## src/pkg/rfs_pkg.sv

```systemverilog
// register map, field positions and reset values of the fault status and mask block
package rfs_pkg;
    localparam logic [7:0] ADDR_OVERCURRENT_LIVE  = 8'h19;
    localparam logic [7:0] ADDR_THERMAL_SUPPLY    = 8'h1A;
    localparam logic [7:0] ADDR_CHIP_SUSPEND      = 8'h1B;
    localparam logic [7:0] ADDR_UNDERVOLT_MASK    = 8'h1C;
    localparam logic [7:0] ADDR_OVERCURRENT_MASK  = 8'h1D;
    localparam logic [7:0] ADDR_THERMAL_MASK      = 8'h1E;
    localparam logic [7:0] ADDR_UNDERVOLT_FLAGS   = 8'h15;
    localparam logic [7:0] ADDR_OVERCURRENT_FLAGS = 8'h16;
    localparam logic [7:0] ADDR_THERMAL_FLAGS     = 8'h17;
    localparam logic [7:0] ADDR_UNDERVOLT_LIVE    = 8'h18;
    localparam int         NUM_REGS               = 7;
    localparam int         NUM_INPUTS             = 5;
    localparam int         BIT_THERMAL_SHUTDOWN   = 7;
    localparam int         BIT_THERMAL_WARNING    = 6;
    localparam int         BIT_SYSTEM_SUPPLY      = 5;
    localparam int         BIT_CHIP_SUSPENDED     = 6;
    localparam logic [7:0] REG_RESET              = 8'h00;
    localparam logic [7:0] USED_SEVEN             = 8'h7F;
    localparam logic [7:0] USED_EIGHT             = 8'hFF;
    localparam logic [7:0] USED_SUSPEND           = 8'h40;
endpackage : rfs_pkg

```

## src/rtl/rfs_event_latch.sv

```systemverilog
// sticky event flags for one eight-bit group with read-and-clear
`timescale 1ns/1ps
`default_nettype none
module rfs_event_latch (
    // clock and reset
    input  wire logic       i_clock,
    input  wire logic       i_reset,
    // events and clear
    input  wire logic [7:0] i_event,
    input  wire logic [7:0] i_used,
    input  wire logic       i_read_clear,
    // flags
    output logic      [7:0] o_flag
);
    logic [7:0] next_flag;

    // a new event in the clearing cycle survives the clear
    assign next_flag = ((i_read_clear ? 8'h00 : o_flag) | i_event) & i_used;

    always_ff @(posedge i_clock) begin
        if (i_reset) begin
            o_flag <= rfs_pkg::REG_RESET;
        end else begin
            o_flag <= next_flag;
        end
    end
endmodule : rfs_event_latch
`default_nettype wire

```

## src/rtl/rfs_fault_status.sv

```systemverilog
// live fault status, latched fault flags, masks and interrupt pin of the regulator manager
`timescale 1ns/1ps
`default_nettype none
// Notes on behaviour
// - Over-current status bits 6..0 follow over-current on regulators 7..1 live.
// - Thermal status bit 7 reads 1 while the device sits in thermal shutdown.
// - Thermal status bit 6 reads 1 while temperature is above the warning level.
// - Thermal status bit 5 reads 1 while the system supply is under its lockout threshold.
// - Bits 4..0 show input lockout for inputs 7, 6, 5, shared 3/4, shared 1/2 only while fed regulators are enabled.
// - Chip state bit 6 reads 1 while the whole chip is suspended by a global fault.
// - First mask bits 6..0 keep undervoltage events of regulators 7..1 off the interrupt pin.
// - Second mask bits 6..0 keep over-current events of regulators 7..1 off the interrupt pin.
// - Third mask bit 7 gates thermal shutdown and bit 6 gates thermal warning events.
// - Third mask bit 5 gates system supply lockout and bits 4..0 gate the input lockout events.
// - A mask bit of 0 lets its event drive the interrupt pin.
// - Latched flags set on each fault event and clear when their register is read.
// - A lockout flag is raised both on entering and on leaving lockout.
module rfs_fault_status (
    // clock and reset
    input  wire logic                  i_clock,
    input  wire logic                  i_reset,
    // register port from the serial control bus
    input  wire logic            [7:0] i_reg_addr,
    input  wire logic            [7:0] i_reg_wdata,
    input  wire logic                  i_reg_write,
    input  wire logic                  i_reg_read,
    output logic                 [7:0] o_reg_rdata,
    // fault detector levels from the analog side
    input  wire logic            [6:0] i_reg_undervolt,
    input  wire logic            [6:0] i_reg_overcurrent,
    input  wire logic                  i_thermal_shutdown,
    input  wire logic                  i_thermal_warning,
    input  wire logic                  i_system_supply_low,
    input  wire logic            [4:0] i_input_low,
    input  wire logic            [4:0] i_input_enabled,
    input  wire logic                  i_chip_suspended,
    // interrupt pin, active high
    output logic                       o_interrupt
);
    // two-flop synchronisers for all detector levels
    // field offsets inside the synchroniser word, lowest field first
    localparam int OFS_SUSPEND  = 0;
    localparam int OFS_IN_EN    = OFS_SUSPEND + 1;
    localparam int OFS_IN_LOW   = OFS_IN_EN + rfs_pkg::NUM_INPUTS;
    localparam int OFS_SYS_LOW  = OFS_IN_LOW + rfs_pkg::NUM_INPUTS;
    localparam int OFS_WARNING  = OFS_SYS_LOW + 1;
    localparam int OFS_SHUTDOWN = OFS_WARNING + 1;
    localparam int OFS_OVERCUR  = OFS_SHUTDOWN + 1;
    localparam int OFS_UNDERV   = OFS_OVERCUR + rfs_pkg::NUM_REGS;
    localparam int NSYNC        = OFS_UNDERV + rfs_pkg::NUM_REGS;
    logic [NSYNC-1:0] raw_in;
    logic [NSYNC-1:0] sync_a;
    logic [NSYNC-1:0] sync_b;
    assign raw_in = {i_reg_undervolt, i_reg_overcurrent, i_thermal_shutdown,
                     i_thermal_warning, i_system_supply_low, i_input_low,
                     i_input_enabled, i_chip_suspended};

    always_ff @(posedge i_clock) begin
        if (i_reset) begin
            sync_a <= '0;
            sync_b <= '0;
        end else begin
            sync_a <= raw_in;
            sync_b <= sync_a;
        end
    end

    wire logic [6:0] uv_s;
    wire logic [6:0] oc_s;
    wire logic       tsd_s;
    wire logic       twn_s;
    wire logic       sys_s;
    wire logic [4:0] inlow_s;
    wire logic [4:0] inen_s;
    wire logic       susp_s;
    assign susp_s  = sync_b[OFS_SUSPEND];
    assign inen_s  = sync_b[OFS_IN_EN +: rfs_pkg::NUM_INPUTS];
    assign inlow_s = sync_b[OFS_IN_LOW +: rfs_pkg::NUM_INPUTS];
    assign sys_s   = sync_b[OFS_SYS_LOW];
    assign twn_s   = sync_b[OFS_WARNING];
    assign tsd_s   = sync_b[OFS_SHUTDOWN];
    assign oc_s    = sync_b[OFS_OVERCUR +: rfs_pkg::NUM_REGS];
    assign uv_s    = sync_b[OFS_UNDERV +: rfs_pkg::NUM_REGS];

    // live status registers
    logic [7:0] overcurrent_live_state;
    logic [7:0] thermal_supply_live_state;
    logic [7:0] chip_suspend_state;
    logic [7:0] undervolt_live_state;
    logic [4:0] input_lockout_live;
    logic [7:0] next_thermal_supply;
    logic [7:0] next_overcurrent;
    logic [7:0] next_chip_suspend;
    logic [7:0] next_undervolt;

    // a dropped input on a disabled regulator is not a fault
    assign input_lockout_live = inlow_s & inen_s;
    assign next_overcurrent   = {1'b0, oc_s};
    assign next_undervolt     = {1'b0, uv_s};

    // fields placed by name; every other position stays at its reset zero
    always_comb begin
        next_thermal_supply = rfs_pkg::REG_RESET;
        next_thermal_supply[rfs_pkg::BIT_THERMAL_SHUTDOWN] = tsd_s;
        next_thermal_supply[rfs_pkg::BIT_THERMAL_WARNING] = twn_s;
        next_thermal_supply[rfs_pkg::BIT_SYSTEM_SUPPLY] = sys_s;
        next_thermal_supply[rfs_pkg::NUM_INPUTS-1:0] = input_lockout_live;
    end

    always_comb begin
        next_chip_suspend = rfs_pkg::REG_RESET;
        next_chip_suspend[rfs_pkg::BIT_CHIP_SUSPENDED] = susp_s;
    end

    always_ff @(posedge i_clock) begin
        if (i_reset) begin
            overcurrent_live_state    <= rfs_pkg::REG_RESET;
            thermal_supply_live_state <= rfs_pkg::REG_RESET;
            chip_suspend_state        <= rfs_pkg::REG_RESET;
            undervolt_live_state      <= rfs_pkg::REG_RESET;
        end else begin
            overcurrent_live_state    <= next_overcurrent;
            thermal_supply_live_state <= next_thermal_supply;
            chip_suspend_state        <= next_chip_suspend;
            undervolt_live_state      <= next_undervolt;
        end
    end

    // event detection: rising edges of undervoltage and over-current, both edges of thermal and lockout levels
    logic [7:0] prev_uv;
    logic [7:0] prev_oc;
    logic [7:0] prev_th;
    always_ff @(posedge i_clock) begin
        if (i_reset) begin
            prev_uv <= rfs_pkg::REG_RESET;
        end else begin
            prev_uv <= undervolt_live_state;
        end
    end

    always_ff @(posedge i_clock) begin
        if (i_reset) begin
            prev_oc <= rfs_pkg::REG_RESET;
        end else begin
            prev_oc <= overcurrent_live_state;
        end
    end

    always_ff @(posedge i_clock) begin
        if (i_reset) begin
            prev_th <= rfs_pkg::REG_RESET;
        end else begin
            prev_th <= thermal_supply_live_state;
        end
    end

    wire logic [7:0] uv_event;
    wire logic [7:0] oc_event;
    wire logic [7:0] th_event;
    assign uv_event = undervolt_live_state & ~prev_uv;
    assign oc_event = overcurrent_live_state & ~prev_oc;
    // thermal flags also fire on cooling below hysteresis, lockout on recovery
    assign th_event = thermal_supply_live_state ^ prev_th;

    // register decode
    wire logic sel_uv_mask;
    wire logic sel_oc_mask;
    wire logic sel_th_mask;
    wire logic sel_uv_flag;
    wire logic sel_oc_flag;
    wire logic sel_th_flag;
    assign sel_uv_mask = i_reg_addr == rfs_pkg::ADDR_UNDERVOLT_MASK;
    assign sel_oc_mask = i_reg_addr == rfs_pkg::ADDR_OVERCURRENT_MASK;
    assign sel_th_mask = i_reg_addr == rfs_pkg::ADDR_THERMAL_MASK;
    assign sel_uv_flag = i_reg_addr == rfs_pkg::ADDR_UNDERVOLT_FLAGS;
    assign sel_oc_flag = i_reg_addr == rfs_pkg::ADDR_OVERCURRENT_FLAGS;
    assign sel_th_flag = i_reg_addr == rfs_pkg::ADDR_THERMAL_FLAGS;
    wire logic wr_uv_mask;
    wire logic wr_oc_mask;
    wire logic wr_th_mask;
    wire logic clr_uv_flag;
    wire logic clr_oc_flag;
    wire logic clr_th_flag;
    assign wr_uv_mask  = i_reg_write & sel_uv_mask;
    assign wr_oc_mask  = i_reg_write & sel_oc_mask;
    assign wr_th_mask  = i_reg_write & sel_th_mask;
    // reading a flag group clears it; a new event in that cycle still lands
    assign clr_uv_flag = i_reg_read & sel_uv_flag;
    assign clr_oc_flag = i_reg_read & sel_oc_flag;
    assign clr_th_flag = i_reg_read & sel_th_flag;

    // mask registers; status addresses simply ignore writes
    logic [7:0] undervolt_event_mask;
    logic [7:0] overcurrent_event_mask;
    logic [7:0] thermal_lockout_event_mask;
    // unused mask positions are dropped on write so they read back zero
    wire logic [7:0] uv_mask_wdata;
    wire logic [7:0] oc_mask_wdata;
    wire logic [7:0] th_mask_wdata;
    assign uv_mask_wdata = i_reg_wdata & rfs_pkg::USED_SEVEN;
    assign oc_mask_wdata = i_reg_wdata & rfs_pkg::USED_SEVEN;
    assign th_mask_wdata = i_reg_wdata & rfs_pkg::USED_EIGHT;

    always_ff @(posedge i_clock) begin
        if (i_reset) begin
            undervolt_event_mask <= rfs_pkg::REG_RESET;
        end else if (wr_uv_mask) begin
            undervolt_event_mask <= uv_mask_wdata;
        end
    end

    always_ff @(posedge i_clock) begin
        if (i_reset) begin
            overcurrent_event_mask <= rfs_pkg::REG_RESET;
        end else if (wr_oc_mask) begin
            overcurrent_event_mask <= oc_mask_wdata;
        end
    end

    always_ff @(posedge i_clock) begin
        if (i_reset) begin
            thermal_lockout_event_mask <= rfs_pkg::REG_RESET;
        end else if (wr_th_mask) begin
            thermal_lockout_event_mask <= th_mask_wdata;
        end
    end

    // latched flags, cleared by reading their register
    wire logic [7:0] uv_flag;
    wire logic [7:0] oc_flag;
    wire logic [7:0] th_flag;
    rfs_event_latch u_uv_latch (
        .i_clock      (i_clock),
        .i_reset      (i_reset),
        .i_event      (uv_event),
        .i_used       (rfs_pkg::USED_SEVEN),
        .i_read_clear (clr_uv_flag),
        .o_flag       (uv_flag)
    );
    rfs_event_latch u_oc_latch (
        .i_clock      (i_clock),
        .i_reset      (i_reset),
        .i_event      (oc_event),
        .i_used       (rfs_pkg::USED_SEVEN),
        .i_read_clear (clr_oc_flag),
        .o_flag       (oc_flag)
    );
    rfs_event_latch u_th_latch (
        .i_clock      (i_clock),
        .i_reset      (i_reset),
        .i_event      (th_event),
        .i_used       (rfs_pkg::USED_EIGHT),
        .i_read_clear (clr_th_flag),
        .o_flag       (th_flag)
    );

    // interrupt: a set mask bit hides its flag, a clear one passes it
    wire logic [7:0] uv_pass;
    wire logic [7:0] oc_pass;
    wire logic [7:0] th_pass;
    assign uv_pass = uv_flag & ~undervolt_event_mask;
    assign oc_pass = oc_flag & ~overcurrent_event_mask;
    assign th_pass = th_flag & ~thermal_lockout_event_mask;
    // registered so the pin never glitches while flags and masks settle
    wire logic irq_pending;
    assign irq_pending = |{uv_pass, oc_pass, th_pass};

    always_ff @(posedge i_clock) begin
        if (i_reset) begin
            o_interrupt <= 1'b0;
        end else begin
            o_interrupt <= irq_pending;
        end
    end

    // read data, registered; unmapped addresses read zero
    logic [7:0] next_rdata;
    always_comb begin
        case (i_reg_addr)
            rfs_pkg::ADDR_UNDERVOLT_FLAGS:   next_rdata = uv_flag;
            rfs_pkg::ADDR_OVERCURRENT_FLAGS: next_rdata = oc_flag;
            rfs_pkg::ADDR_THERMAL_FLAGS:     next_rdata = th_flag;
            rfs_pkg::ADDR_UNDERVOLT_LIVE:    next_rdata = undervolt_live_state;
            rfs_pkg::ADDR_OVERCURRENT_LIVE:  next_rdata = overcurrent_live_state;
            rfs_pkg::ADDR_THERMAL_SUPPLY:    next_rdata = thermal_supply_live_state;
            rfs_pkg::ADDR_CHIP_SUSPEND:      next_rdata = chip_suspend_state & rfs_pkg::USED_SUSPEND;
            rfs_pkg::ADDR_UNDERVOLT_MASK:    next_rdata = undervolt_event_mask;
            rfs_pkg::ADDR_OVERCURRENT_MASK:  next_rdata = overcurrent_event_mask;
            rfs_pkg::ADDR_THERMAL_MASK:      next_rdata = thermal_lockout_event_mask;
            default:                         next_rdata = rfs_pkg::REG_RESET;
        endcase
    end

    always_ff @(posedge i_clock) begin
        if (i_reset) begin
            o_reg_rdata <= rfs_pkg::REG_RESET;
        end else if (i_reg_read) begin
            o_reg_rdata <= next_rdata;
        end
    end
endmodule : rfs_fault_status
`default_nettype wire

```

## config.mk

```make
export PLATFORM = sky130hd
export DESIGN_NAME = rfs_fault_status
export DESIGN_NICKNAME = d
export VERILOG_FILES = /design/src/pkg/rfs_pkg.sv /design/src/rtl/rfs_event_latch.sv /design/src/rtl/rfs_fault_status.sv
export SDC_FILE = /design/constraint.sdc
export NUM_CORES = 1
export LEC_CHECK = 0
export BUFFER_PORTS_ARGS = -buffer_cell sky130_fd_sc_hd__buf_2
export CAP_MARGIN = 5
export CORE_ASPECT_RATIO = 0.8
export CORE_UTILIZATION = 50
export CTS_CLUSTER_SIZE = 16
export DETAILED_ROUTE_END_ITERATION = 6
export HOLD_SLACK_MARGIN = 0.08
export PLACE_DENSITY_LB_ADDON = 0.1
export SKIP_CTS_REPAIR_TIMING = 1
export SLEW_MARGIN = 20
export SYNTH_ARGS = -nofsm -noshare
export SYNTH_HDL_FRONTEND = slang
export SYNTH_SLANG_ARGS = --single-unit
```

## constraint.sdc

```tcl
create_clock -name i_clock -period 5.4 [get_ports i_clock]
set_clock_uncertainty 0.1 [all_clocks]
set_input_delay 0.54 -clock i_clock [delete_from_list [all_inputs] [get_ports i_clock]]
set_output_delay 0.54 -clock i_clock [all_outputs]
set_load 0.005 [all_outputs]
```

After elaboration in Yosys (flattened, before gate mapping)
Index checks and enable logic that the tools add are counted.
Word-level totals
  register bits after elaboration: 154
  latch bits: 0
  memory bits (writable): 0
  ROM bits: 0
  bits of input ports: 48
  output and inout bits: 9
  word-level logic and storage cells: 53
  memories: 0
Cells by class
  $add $sub $neg: 0
  multipliers: 0
  div/mod/pow operators: 0
  $lt $le $gt $ge: 0
  equality and inequality tests: 10
  shifts and indexed selects: 0
  multiplexer cells: 4
  bitwise gates (word level): 21
  reductions and logical operators: 1
Operator list (count)
  == test 8 x 5 -> 1 bit, second input constant: 10
  one-hot mux 8 bit (10 select lines): 1
  OR reduction 24 bit: 1
  AND 7 x 8 -> 8 bit: 2
  inverter 7 -> 8 bit: 2
  AND 7 bit: 2
  two-way mux 7 bit: 2
  inverter 7 bit: 2
  bitwise OR 7 bit: 2
  AND 8 bit: 1
  two-way mux 8 bit: 1
  inverter 8 bit: 1
  bitwise OR 8 bit: 1
  XOR 8 bit: 1
  AND 1 bit: 6
  AND 5 bit: 1

Longest topological paths before layout
  word-level depth: 4
  mapped depth: 7

Modules after synthesis
From an unflattened synthesis, not the netlist that was laid out.
Unflattened totals
  cells, all modules: 557
  area, all modules: 5819.3 um^2
Modules (own cells, without submodules)
  rfs_fault_status: times used 1, cells each 482, area each 4937.2 um^2
  rfs_event_latch: times used 3, cells each 25, area each 294.0 um^2

Worst setup path before layout
OpenSTA, ideal clock, no wires.
  kind: input to register
  start point: in i_reg_addr[7]
  end point: reg thermal_lockout_event_mask[0]
  data arrival time: 1892 ps
  path slack: 3280 ps
  stages on the path: 4
  buffers on the path: 0
  cells stage by stage: or4b_4 nor4_4 mux2i_1 nor2_1
On the way
  cells in the longest elaborated chain, start to end: 2
Ends and longest elaborated chain
  from (decl): RTL line rfs_fault_status.sv:23  | input wire logic [7:0] i_reg_addr,
  == test 8 x 5 -> 1 bit: RTL line rfs_fault_status.sv:174  | assign sel_th_mask = i_reg_addr == rfs_pkg::ADDR_THERMAL_MASK;
  AND 1 bit: RTL line rfs_fault_status.sv:186  | assign wr_th_mask = i_reg_write & sel_th_mask;
  to (signal assigned): RTL line rfs_fault_status.sv:222  | thermal_lockout_event_mask <= rfs_pkg::REG_RESET;
  to (signal assigned): RTL line rfs_fault_status.sv:224  | thermal_lockout_event_mask <= th_mask_wdata;
  to (decl): RTL line rfs_fault_status.sv:195  | logic [7:0] thermal_lockout_event_mask;
Every way passes these cells.
A chain may end at the register's enable or synchronous reset.

Worst setup path after layout
  start point: in i_reg_addr[2]
  end point: reg overcurrent_event_mask[6]
On the way
  cells in the longest elaborated chain, start to end: 2
Ends and longest elaborated chain
  == test 8 x 5 -> 1 bit: RTL line rfs_fault_status.sv:173  | assign sel_oc_mask = i_reg_addr == rfs_pkg::ADDR_OVERCURRENT_MASK;
  AND 1 bit: RTL line rfs_fault_status.sv:185  | assign wr_oc_mask = i_reg_write & sel_oc_mask;
  to (signal assigned): RTL line rfs_fault_status.sv:214  | overcurrent_event_mask <= rfs_pkg::REG_RESET;
  to (signal assigned): RTL line rfs_fault_status.sv:216  | overcurrent_event_mask <= oc_mask_wdata;
  to (decl): RTL line rfs_fault_status.sv:194  | logic [7:0] overcurrent_event_mask;
Every way passes these cells.

==> impl_metrics.toml <==
[layout]
n_antenna_cell = 0
drive_above_1_share_pct = 16.2
n_fill_cell = 881
multi_input_area_sq_mm = 0.00214
ff_latch_area_sq_mm = 0.00308
area_growth_pct = 17.8
finalNetCount = 634

[place]
io_buffers = 56
gp_congestion = 0.909
dp_hpwl_um = 8580

[global_route]
grt-busiest-layer = "met2"
grt_util_met3_pct = 5.62
antenna_found_initial = 0
met1_usage_pct = 30.6
overflow = 0
grt_pass1_vias = 3579
grt_use_met2_pct = 36.7
grt_max_degree = 82
grt_usage_pct = 23.2
grt_pass1_wl_um = 19200

[power]
power.total_uw = 2470
p_leak_uw = 0.00251
power_per_cell_area_mw_per_mm2 = 385
peakVddDrop_uv = 240

[sta]
rsz0062_at_grt = "false"
fin_crit_sh_pct = 43.8
setup_viol = 0
hold_viol_final = 0
min_period_ns = 2.36
max_freq_mhz = 423
max_slew.worst_pin.slew_ns = 1.01
tns_ns = 0
slew_headroom_pct = 32.2
final_max_slew_viol_count = 0

[yosys]
netlist.area_leader.share_pct = 56.5
yosysMostFrequentCell = "dfxtp_1"
ys_top_cells_by_area = "dfxtp_1 57%, nor2b_1 12%, mux2i_1 6.2%, nor2_1 2.5%, inv_1 2.3%"
synthTopCellsByCount = "154 x dfxtp_1, 103 x nor2b_1, 36 x nor2_1, 34 x inv_1, 34 x mux2i_1"
yosysUniqueCellTypes = 42
synth_cells = 539
ys_seq_elements = 154
synth_nets = 587
avgSynthCellArea_sq_um = 10.1
synth_edf_count = 0
synthArstFlopShare_pct = 0
netlist_area_sq_mm = 0.00545
ys.flop_type = "dfxtp_1"
yosys.area.top_type = "dfxtp_1"
ys_seq_area_share_pct = 56.5
synth_warnings = 0

[clocking]
cts_sinks = 154
cts_tree = "built"
htreeDepth = 4
numCtsBuffers = 17
root_buffer = "clkbuf_16"
clk_transition_reported_paths_ns = 0.07
clkLatencyLatePin_ns = 0.43
clockBufferDepth = 2

[routing]
vias = 3802
detail-route-antenna-nets = 0
via_per_inst = 5.14
drc_errors = 0
wl_per_cell_um = 16.5
dr.pass1.iters = 5
drt_iter0_drc = 233
totalWireLength_um = 12200

[critical_path]
crit_path_end_kind = "register"
crit_fanout = 28
rr_worst_depth = 4
cp.arrival_ns = 2.56
crit_type = "in -> reg"
reg2reg_from = "thermal_supply_live_state[6]"
r2r-end = "o_reg_rdata[6]"
start_kind = "input port"
reg2reg_slack_ns = 4.01
cp.required_ns = 5.59

[worst_hold_path]
hp-class = "in -> reg"
hp-start = "i_reg_overcurrent[4]"
whs_endpoint = "sync_a[18]"
whs_path_depth = 2

[die]
die_height_um = 95.4
start_util_pct = 52.2
dieArea_sq_mm = 0.0113
num_io_pins = 57
fp.coreArea_sq_mm = 0.0104
die_x_um = 119
rows = 33

[flow_run]
maxCapViolCount = 0

[outcome]
status = "finished, final reports clean"
-- where the power goes --
| group | internal (uW) | switching (uW) | total, uW |
|---|---|---|---|
| Clock | 637 | 547 | 1180 |
| Combinational | 47.1 | 59.0 | 106 |
| Sequential | 1170 | 14.2 | 1180 |
-- per-layer routing --
metal	up-vias	share of wire, %	wire length [um]
met4	0	1.8	223
met5	-	0	0
met1	1752	48	5800
li1	1899	-	-
met3	23	5.8	700
met2	128	45	5450
-- worst max-delay path: stages --
cell	delay, ns
buf_2	0.51
nand3_1	0.28
nor4b_2	0.90
mux2i_1	0.26
nor2_1	0.05
-- worst max path at each step --
stage,slack (ns),startpoint,cells past startpoint,to
finish,3.04,i_reg_addr[2],5,overcurrent_event_mask[6]
global route,2.86,i_reg_addr[2],5,overcurrent_event_mask[6]
CTS,2.76,i_reg_addr[2],4,u_oc_latch.o_flag[6]
detailed placement,2.33,i_reg_addr[2],4,u_oc_latch.o_flag[6]
global placement,2.39,i_reg_addr[2],4,u_oc_latch.o_flag[6]
floorplan,3.28,i_reg_addr[7],4,thermal_lockout_event_mask[0]
-- metrics by stage --
step                cells  hold WS (ns)  util, %  worst slack, ns  cell area [sq um]
detailed placement    707         0.303     55.7             2.33               5820
global route          739         0.216     61.5             2.86               6420
floorplan             539         0.295        -             3.28               5450
finish                739         0.217     61.5             3.04               6420
global placement      707         0.299     55.7             2.39               5820
CTS                   739         0.208     61.4             2.76               6420
-- cell usage in the layout (no fill, tap or decap), types with 2 or more instances in the layout --
cell type / netlist / final
nor2b_1: 103 / 103
nand3b_1: 2 / 2
inv_8: 0 / 4
o2bb2ai_1: 6 / 6
clkinv_8: 0 / 4
clkbuf_16: 0 / 17
mux2i_1: 34 / 34
dfxtp_1: 154 / 154
nand2b_1: 3 / 3
nor3b_1: 6 / 6
a22oi_1: 7 / 7
a22o_1: 14 / 14
buf_4: 0 / 3
buf_2: 3 / 55
nand3_1: 10 / 10
a21oi_1: 21 / 21
inv_1: 34 / 34
nand2_1: 15 / 15
nor2_1: 36 / 36
a41oi_1: 2 / 2
xor2_1: 8 / 8
nor3_1: 2 / 2
inv_6: 0 / 6
a31oi_1: 8 / 8
o22ai_1: 9 / 9
o21ai_0: 14 / 14
mux2_2: 2 / 2
-- flip-flops by register name (all words and copies together) (netlist names), 8 cells and up --
signal and flops:
u_th_latch.o_flag 8, prev_th 8, sync_a 28, sync_b 28
thermal_supply_live_state 8, thermal_lockout_event_mask 8, o_reg_rdata 8
-- cells by family after synthesis --
group,share of synthesized area [%]
multiplexers,7.07
XOR/XNOR,1.28
flip-flops,56.5
AND/OR/NAND/NOR,19.8
buffers and inverters,4.50
AO/OA/AOI/OAI,10.8
-- final cells by class --
cell class | count | area share (%)
clock buffer | 18 | 6.84
clock inverter | 14 | 2.53
inverter | 34 | 1.99
multi-input combinational | 321 | 33.3
sequential | 154 | 48.0
tap | 140 | 2.73
timing repair buffer | 58 | 4.64
(Power assumes the default switching activity.)
